### src/hdl/alert_regs.svh
`ifndef ALERT_REGS_SVH
`define ALERT_REGS_SVH

// ********************************************************************
// register indices (byte address is four times the index)
// ********************************************************************
`define IDX_ALERT_MASK_ONE 8'h74
`define IDX_ALERT_MASK_TWO 8'h75
`define IDX_VOLTAGE_LOW_BITS 8'h76
`define IDX_TEMPERATURE_LOW_BITS 8'h77
`define IDX_ALERT_CONFIG 8'h78
`define IDX_HIGH_BYTE_BASE 8'h80

// ********************************************************************
// reset values and writable bits
// ********************************************************************
`define MASK_ONE_RESET 8'h00
`define MASK_TWO_RESET 8'h00
`define CONFIG_RESET 1'b0
`define MASK_ONE_WRITABLE 8'hF6
`define MASK_TWO_WRITABLE 8'hFC

// ********************************************************************
// field positions
// ********************************************************************
`define M1_CORE_VOLTAGE 1
`define M1_SUPPLY_VOLTAGE 2
`define M1_REMOTE_ONE_TEMP 4
`define M1_LOCAL_TEMP 5
`define M1_REMOTE_TWO_TEMP 6
`define M1_STATUS_TWO_OVERRIDE 7
`define M2_OVERTEMPERATURE 1
`define M2_FOURTH_FAN_OR_TIMER 5
`define M2_REMOTE_TWO_DIODE 7
`define ALERT_ENABLE_BIT 0

// ********************************************************************
// channels, widths, bus answers
// ********************************************************************
`define NUM_CHANNELS 5
`define READING_WIDTH 10
`define CH_CORE_VOLTAGE 0
`define CH_SUPPLY_VOLTAGE 1
`define CH_REMOTE_ONE_TEMP 2
`define CH_LOCAL_TEMP 3
`define CH_REMOTE_TWO_TEMP 4
`define RESP_OKAY 2'b00
`define RESP_SLVERR 2'b10

`endif

### src/hdl/alert_pkg.sv
`include "alert_regs.svh"

package alert_pkg;

  typedef struct packed {
    logic remote_two_temp;
    logic local_temp;
    logic remote_one_temp;
    logic supply_voltage;
    logic core_voltage;
  } limit_events_s;

  typedef struct packed {
    logic diode_two;
    logic diode_one;
    logic timer_event;
    logic fan_four;
    logic fan_three;
    logic fan_two;
    logic fan_one;
    logic overtemp;
  } fault_events_s;

  typedef struct packed {
    logic [`NUM_CHANNELS-1:0] valid;
    logic [`NUM_CHANNELS-1:0][`READING_WIDTH-1:0] data;
  } readings_s;

  typedef struct packed {
    logic aw_held;
    logic [11:0] awaddr;
    logic w_held;
    logic [7:0] wbyte;
    logic wlane;
    logic awready;
    logic wready;
    logic bvalid;
    logic [1:0] bresp;
    logic arready;
    logic rvalid;
    logic [1:0] rresp;
    logic [31:0] rdata;
    logic [7:0] mask_one;
    logic [7:0] mask_two;
    logic alert_en;
    logic alert_n;
    logic alert_oe;
  } regs_s;

endpackage : alert_pkg

### src/hdl/reading_holder.sv
`include "alert_regs.svh"
module reading_holder
  import alert_pkg::*;
#(
  parameter int W = `READING_WIDTH
) (
  input wire logic ref_clk,
  input wire logic rst,
  input wire logic sample_valid,
  input wire logic [W-1:0] sample_data,
  input wire logic freeze_set,
  input wire logic freeze_clr,
  output logic [W-1:0] value_q,
  output logic frozen_q
);

  typedef struct packed {
    logic frozen;
    logic [W-1:0] value;
  } holder_s;

  holder_s st_q;
  holder_s st_d;

  always_comb begin
    st_d = st_q;
    // no update on the edge that sets the freeze
    if (sample_valid && !st_q.frozen && !freeze_set) begin
      st_d.value = sample_data;
    end
    if (freeze_set) begin
      st_d.frozen = 1'b1;
    end else if (freeze_clr) begin
      st_d.frozen = 1'b0;
    end
  end

  always_ff @(posedge ref_clk or posedge rst) begin
    if (rst) begin
      st_q <= '0;
    end else begin
      st_q <= st_d;
    end
  end

  assign value_q = st_q.value;
  assign frozen_q = st_q.frozen;
endmodule : reading_holder

### src/hdl/alert_mask_and_ext_resolution.sv
// Functional notes
// - mask one bits block limit alerts
// - mask one bit 7 clear overrides full mask two
// - overtemperature mask bit is read only
// - mask two bits 2-4 block fan faults
// - mask two bit 5 fan four or timer
// - mask two bits 6-7 block diode faults
// - both mask registers reset to zero
// - voltage low bits in fields 3:2, 5:4
// - temperature low bits in 3:2, 5:4, 7:6
// - low bits read freezes readings until read
// - alert pin only when config bit 0 set
//
// Local design decision: the AXI4-Lite interface to the registers.
`include "alert_regs.svh"
module alert_mask_and_ext_resolution
  import alert_pkg::*;
#(
  parameter int ADDR_W = 12
) (
  input wire logic ref_clk,
  input wire logic rst,
  input wire logic awvalid,
  output logic awready,
  input wire logic [ADDR_W-1:0] awaddr,
  input wire logic wvalid,
  output logic wready,
  input wire logic [31:0] wdata,
  input wire logic [3:0] wstrb,
  output logic bvalid,
  input wire logic bready,
  output logic [1:0] bresp,
  input wire logic arvalid,
  output logic arready,
  input wire logic [ADDR_W-1:0] araddr,
  output logic rvalid,
  input wire logic rready,
  output logic [31:0] rdata,
  output logic [1:0] rresp,
  input wire limit_events_s limit_events,
  input wire fault_events_s fault_events,
  input wire logic tach_pin_is_thermal,
  input wire readings_s new_readings,
  output logic alert_n,
  output logic alert_oe
);

  localparam int NCH = `NUM_CHANNELS;
  localparam int RW = `READING_WIDTH;

  regs_s st_q;
  regs_s st_d;
  logic [NCH-1:0][RW-1:0] value;
  logic [NCH-1:0] frozen;
  logic [NCH-1:0] freeze_set;
  logic [NCH-1:0] freeze_clr;
  logic [4:0] limit_mask;
  logic [7:1] fault_src;
  logic lim_unmasked;
  logic fault_unmasked;
  logic override_alert;
  logic alert_any;
  logic rd_ok;
  logic [7:0] rd_val;
  logic wr_fire;
  logic rd_fire;

  function automatic logic [ADDR_W-1:0] byte_addr(input logic [7:0] idx);
    byte_addr = ADDR_W'({idx, 2'b00});
  endfunction : byte_addr

  // ********************************************************************
  // reading holders
  // ********************************************************************
  for (genvar i = 0; i < NCH; i++) begin : g_hold
    reading_holder #(
      .W(RW)
    ) u_hold (
      .ref_clk(ref_clk),
      .rst(rst),
      .sample_valid(new_readings.valid[i]),
      .sample_data(new_readings.data[i]),
      .freeze_set(freeze_set[i]),
      .freeze_clr(freeze_clr[i]),
      .value_q(value[i]),
      .frozen_q(frozen[i])
    );
  end

  // ********************************************************************
  // alert combine
  // ********************************************************************
  always_comb begin
    limit_mask = {st_q.mask_one[`M1_REMOTE_TWO_TEMP],
                  st_q.mask_one[`M1_LOCAL_TEMP],
                  st_q.mask_one[`M1_REMOTE_ONE_TEMP],
                  st_q.mask_one[`M1_SUPPLY_VOLTAGE],
                  st_q.mask_one[`M1_CORE_VOLTAGE]};
    lim_unmasked = |(limit_events & ~limit_mask);
    fault_src = {fault_events.diode_two, fault_events.diode_one,
                 tach_pin_is_thermal ? fault_events.timer_event
                                     : fault_events.fan_four,
                 fault_events.fan_three, fault_events.fan_two,
                 fault_events.fan_one, fault_events.overtemp};
    fault_unmasked = |(fault_src & ~st_q.mask_two[7:1]);
    override_alert = (&st_q.mask_two[7:2]) && (|fault_src)
      && !st_q.mask_one[`M1_STATUS_TWO_OVERRIDE];
    alert_any = lim_unmasked || fault_unmasked || override_alert;
  end

  // ********************************************************************
  // register read decode
  // ********************************************************************
  always_comb begin
    rd_ok = 1'b1;
    rd_val = 8'h00;
    freeze_set = '0;
    freeze_clr = '0;
    rd_fire = arvalid && st_q.arready;
    if (araddr == byte_addr(`IDX_ALERT_MASK_ONE)) begin
      rd_val = st_q.mask_one;
    end else if (araddr == byte_addr(`IDX_ALERT_MASK_TWO)) begin
      rd_val = st_q.mask_two;
    end else if (araddr == byte_addr(`IDX_VOLTAGE_LOW_BITS)) begin
      rd_val = {2'b00, value[`CH_SUPPLY_VOLTAGE][1:0],
                value[`CH_CORE_VOLTAGE][1:0], 2'b00};
      freeze_set[`CH_SUPPLY_VOLTAGE] = rd_fire;
      freeze_set[`CH_CORE_VOLTAGE] = rd_fire;
    end else if (araddr == byte_addr(`IDX_TEMPERATURE_LOW_BITS)) begin
      rd_val = {value[`CH_REMOTE_TWO_TEMP][1:0],
                value[`CH_LOCAL_TEMP][1:0],
                value[`CH_REMOTE_ONE_TEMP][1:0], 2'b00};
      freeze_set[`CH_REMOTE_TWO_TEMP] = rd_fire;
      freeze_set[`CH_LOCAL_TEMP] = rd_fire;
      freeze_set[`CH_REMOTE_ONE_TEMP] = rd_fire;
    end else if (araddr == byte_addr(`IDX_ALERT_CONFIG)) begin
      rd_val = {7'h00, st_q.alert_en};
    end else begin
      rd_ok = 1'b0;
      for (int i = 0; i < NCH; i++) begin
        if (araddr == byte_addr(`IDX_HIGH_BYTE_BASE + 8'(i))) begin
          rd_ok = 1'b1;
          rd_val = value[i][RW-1:2];
          freeze_clr[i] = rd_fire;
        end
      end
    end
  end

  // ********************************************************************
  // next state
  // ********************************************************************
  always_comb begin
    st_d = st_q;
    wr_fire = st_q.aw_held && st_q.w_held && !st_q.bvalid;
    if (awvalid && st_q.awready) begin
      st_d.aw_held = 1'b1;
      st_d.awaddr = 12'(awaddr);
    end
    if (wvalid && st_q.wready) begin
      st_d.w_held = 1'b1;
      st_d.wbyte = wdata[7:0];
      st_d.wlane = wstrb[0];
    end
    if (st_q.bvalid && bready) begin
      st_d.bvalid = 1'b0;
    end
    if (wr_fire) begin
      st_d.aw_held = 1'b0;
      st_d.w_held = 1'b0;
      st_d.bvalid = 1'b1;
      st_d.bresp = `RESP_OKAY;
      if (ADDR_W'(st_q.awaddr) == byte_addr(`IDX_ALERT_MASK_ONE)) begin
        if (st_q.wlane) begin
          st_d.mask_one = st_q.wbyte & `MASK_ONE_WRITABLE;
        end
      end else if (ADDR_W'(st_q.awaddr) ==
                   byte_addr(`IDX_ALERT_MASK_TWO)) begin
        if (st_q.wlane) begin
          st_d.mask_two = st_q.wbyte & `MASK_TWO_WRITABLE;
        end
      end else if (ADDR_W'(st_q.awaddr) ==
                   byte_addr(`IDX_ALERT_CONFIG)) begin
        if (st_q.wlane) begin
          st_d.alert_en = st_q.wbyte[`ALERT_ENABLE_BIT];
        end
      end else if (ADDR_W'(st_q.awaddr) ==
                   byte_addr(`IDX_VOLTAGE_LOW_BITS)
                   || ADDR_W'(st_q.awaddr) ==
                   byte_addr(`IDX_TEMPERATURE_LOW_BITS)) begin
        st_d.bresp = `RESP_OKAY;
      end else begin
        st_d.bresp = `RESP_SLVERR;
      end
    end
    st_d.awready = !st_d.aw_held && !st_d.bvalid;
    st_d.wready = !st_d.w_held && !st_d.bvalid;
    if (st_q.rvalid && rready) begin
      st_d.rvalid = 1'b0;
    end
    if (rd_fire) begin
      st_d.rvalid = 1'b1;
      st_d.rdata = {24'h00_0000, rd_val};
      st_d.rresp = rd_ok ? `RESP_OKAY : `RESP_SLVERR;
    end
    st_d.arready = !st_d.rvalid;
    st_d.alert_n = !(st_q.alert_en && alert_any);
    st_d.alert_oe = st_q.alert_en && alert_any;
  end

  always_ff @(posedge ref_clk or posedge rst) begin
    if (rst) begin
      st_q <= '0;
      st_q.mask_one <= `MASK_ONE_RESET;
      st_q.mask_two <= `MASK_TWO_RESET;
      st_q.alert_en <= `CONFIG_RESET;
      st_q.alert_n <= 1'b1;
    end else begin
      st_q <= st_d;
    end
  end

  assign awready = st_q.awready;
  assign wready = st_q.wready;
  assign bvalid = st_q.bvalid;
  assign bresp = st_q.bresp;
  assign arready = st_q.arready;
  assign rvalid = st_q.rvalid;
  assign rdata = st_q.rdata;
  assign rresp = st_q.rresp;
  assign alert_n = st_q.alert_n;
  assign alert_oe = st_q.alert_oe;
endmodule : alert_mask_and_ext_resolution

### config.mk
export PLATFORM = sky130hd
export DESIGN_NAME = alert_mask_and_ext_resolution
export DESIGN_NICKNAME = d
export VERILOG_FILES = /design/src/hdl/alert_pkg.sv /design/src/hdl/reading_holder.sv /design/src/hdl/alert_mask_and_ext_resolution.sv
export VERILOG_INCLUDE_DIRS = /design/src /design/src/hdl
export SDC_FILE = /design/constraint.sdc
export NUM_CORES = 1
export LEC_CHECK = 0
export BUFFER_PORTS_ARGS = -buffer_cell sky130_fd_sc_hd__buf_2
export CAP_MARGIN = 20
export CELL_PAD_IN_SITES_DETAIL_PLACEMENT = 0
export CELL_PAD_IN_SITES_GLOBAL_PLACEMENT = 1
export CORE_ASPECT_RATIO = 0.75
export CORE_MARGIN = 1
export CORE_UTILIZATION = 30
export DETAILED_ROUTE_END_ITERATION = 16
export PLACE_DENSITY = 0.61
export REMOVE_ABC_BUFFERS = 1
export SYNTH_ARGS = -nofsm -noshare
export SYNTH_HDL_FRONTEND = slang
export SYNTH_SLANG_ARGS = --single-unit
### constraint.sdc
create_clock -name ref_clk -period 5.3 [get_ports ref_clk]
set_input_delay 0.265 -clock ref_clk [delete_from_list [all_inputs] [get_ports ref_clk]]
set_output_delay 0.265 -clock ref_clk [all_outputs]
set_load 0.05 [all_outputs]
==> flow_metrics.tcl <==
set metrics [dict create \
    muxShareOfSynthArea_pct 21.90 \
    cts_resized 0 \
    hpwl_microns 10200 \
    powerDensity_mw_per_mm2 383.2 \
    die_h_microns 117.8 \
    first_global_vias 3789 \
    clk_pin_slew_worst_paths_ns 0.07 \
    ys_seq_area_share_pct 50.41 \
    ys.flop_type "dfrtp_1" \
    synthTopCellsByCount "dfrtp_1, mux2_2, buf_4" \
    fin_util_pct 37.14 \
    grt_pass1_wl_microns 21400 \
    cp-end-kind "register" \
    min_period_ns 2.443 \
    cp.arrival_ns 2.66 \
    final.setup.tns_ns 0 \
    slew_viol_final 0 \
    synth-xor-area-share_pct 0.1633 \
    slew_headroom_pct 28.75 \
    initial_core_util_pct 31.31 \
    core-area_sq_mm 0.01713 \
    nFillCells 1724 \
    grt_overflow 0 \
    multiInputGateArea_sq_mm 0.002347 \
    cts_hold_buf 0 \
    avgSynthCellArea_sq_um 12.50 \
    vias 3660 \
    cts_tree "done" \
    timing.final.crit_share_pct 46.10 \
    antenna_found_initial 1 \
    ys_types 65 \
    r2r_cells 4 \
    hp-class "in2async" \
    io_buffers 125 \
    drt_iter0_drc 135 \
    synth_top_area_share_pct 49.92 \
    synth_compound_area_share_pct 9.214 \
    viasPerCell 4.674 \
    io_pins 179 \
    worstSetupPathType "reg2reg" \
    fin_skew_ns 0.008856 \
    cts_buffers 9 \
    gp_congestion 0.8079 \
    whs_ns -0.0007671 \
    drcViolationCount 0 \
    wire_per_inst_microns 17.26 \
    wirelength_microns 13510 \
    synth-edff-count 0 \
    r2r-end "g_hold[4].u_hold.value_q[8]" \
    synth-simple-area-share_pct 10.66 \
    synthCells 429 \
    cts.sinks 108 \
    fin_ws_ns 2.857 \
    root_buffer "clkbuf_16" \
    power_mw 2.439 \
    cp-start-kind "register" \
    worst_pin_slew_ns 1.065 \
    drive_gt1_share_pct 46.89 \
    timing.rr.start "arready" \
    async_reset_ff_share_pct 100.0 \
    finalSetupViolCount 0 \
    clk_path_buf_depth 2 \
    clk_latency_ns 0.34 \
    die_width_microns 156.4 \
    synth_area_leaders "dfrtp_1, mux2_2, buf_4" \
    yosys_warnings 0 \
    ant_nets 0 \
    seqCellArea_sq_mm 0.002704 \
    rsz0062_at_grt "false" \
    post_cts_buffers 0 \
    violations "hold timing" \
    vdd.ir_drop.worst_mv 0.1391 \
    synth_top_family_by_area "multiplexers" \
    pre_cts_slack_ns 2.643 \
    final_hold_viol_count 2 \
    track_usage_pct 15.41 \
    reg2reg_slack_ns 2.86 \
    synth_adder_area_share_pct 0 \
    max_cap_violations 0 \
    fp-row-count 41 \
    htree_levels 3 \
    critPathMaxFanout 13 \
    layout.nets 677 \
    p_leak_nw 2.834 \
    status "complete, but fails checks" \
    yosysMostFrequentCell "dfrtp_1" \
    max_clock_freq_mhz 409.3 \
    die-area_sq_mm 0.01842 \
    drt_first_pass_iters 4 \
    worstPathRequired_ns 5.52 \
    synth.largest_area_cell "dfrtp_1" \
    area_growth_pct 18.64 \
    ys_ff_latch 108 \
    synthesis.area_sq_mm 0.005364 \
    grt_max_degree 63 \
]
==> registers in the layout, indices dropped and copies added, names as in the netlist, 5 cells and up <==
register                flops
st_q                       31
g_hold.u_hold.value_q      50
limit_mask                  5
rdata                       8
g_hold.u_hold.frozen_q      5
==> final cells by class <==
type,instances,share of cell area (%)
inverters,13,0.8061
repair buffers,129,10.42
flip-flops and latches,108,42.49
multi-input cells,280,36.89
clock inverters,6,1.121
well taps,236,4.640
diodes,1,0.03932
clock buffers,10,3.598
==> worst max-delay path: stages (launching register included) <==
cell and delay (ns):
dfrtp_1 0.40, nand2_1 0.49, nor4_4 0.17, nor3b_2 0.84, mux2_2 0.42
==> how the worst max path moves through the flow <==
stage	cells after the start	from	endpoint	slack [ns]
CTS	4	arready	g_hold[3].u_hold.value_q[7]	2.71
finish	4	arready	g_hold[4].u_hold.value_q[8]	2.86
global placement	4	arready	g_hold[2].u_hold.value_q[7]	2.71
global route	4	arready	g_hold[4].u_hold.value_q[9]	2.68
floorplan	1	rst	alert_oe	2.19
detailed placement	5	araddr[11]	g_hold[1].u_hold.value_q[3]	2.64
==> through the flow <==
step / instances / instance area, sq um / hold WS (ns)
floorplan: 401 / 5100 / 0.3595
global placement: 764 / 6038 / 0.3871
detailed placement: 765 / 6050 / 0.3879
CTS: 781 / 6350 / 0.01968
global route: 782 / 6361 / 0.05117
finish: 783 / 6364 / -0.0007671
==> power breakdown <==
part / internal, mW / switching, mW / total (mW)
registers: 1.04 / 0.118 / 1.16
clock network: 0.372 / 0.305 / 0.677
logic: 0.278 / 0.326 / 0.605
==> layer usage <==
layer / wire, microns / vias up / global-route usage [%] / part of all wire (%)
li1: - / 1742 / - / -
met1: 6759 / 1821 / 22.22 / 50
met3: 613 / 5 / 3.498 / 4.5
met4: 88 / 0 / 3.431 / 0.65
met5: 0 / - / 0 / 0
met2: 6052 / 92 / 23.35 / 45
==> cell usage in the layout (no fill, tap or decap), types with 4 or more instances in the layout <==
master / Yosys / routed
mux4_2: 6 / 6
buf_2: 1 / 125
nor2_1: 14 / 14
o21a_1: 4 / 4
nand3_1: 4 / 4
o21ai_0: 15 / 15
inv_1: 13 / 12
nand2_1: 12 / 12
nor3_1: 5 / 5
dfrtp_1: 107 / 107
or2_2: 4 / 4
nor2b_1: 9 / 9
clkbuf_16: 0 / 9
a31oi_1: 4 / 4
mux2_2: 83 / 83
conb_1: 1 / 26
mux2i_1: 9 / 9
nand2b_1: 4 / 4
a21oi_1: 15 / 15
==> cell families (layout without fill, tap and decap cells) <==
family                 Yosys count  in the layout
flip-flops                     108            108
AO/OA/AOI/OAI                   70             70
XOR/XNOR                         1              1
other                            1             27
AND/OR/NAND/NOR                 84             84
buffers and inverters           66            158
multiplexers                    99             99
No activity file was read; power rests on OpenSTA's default activity.
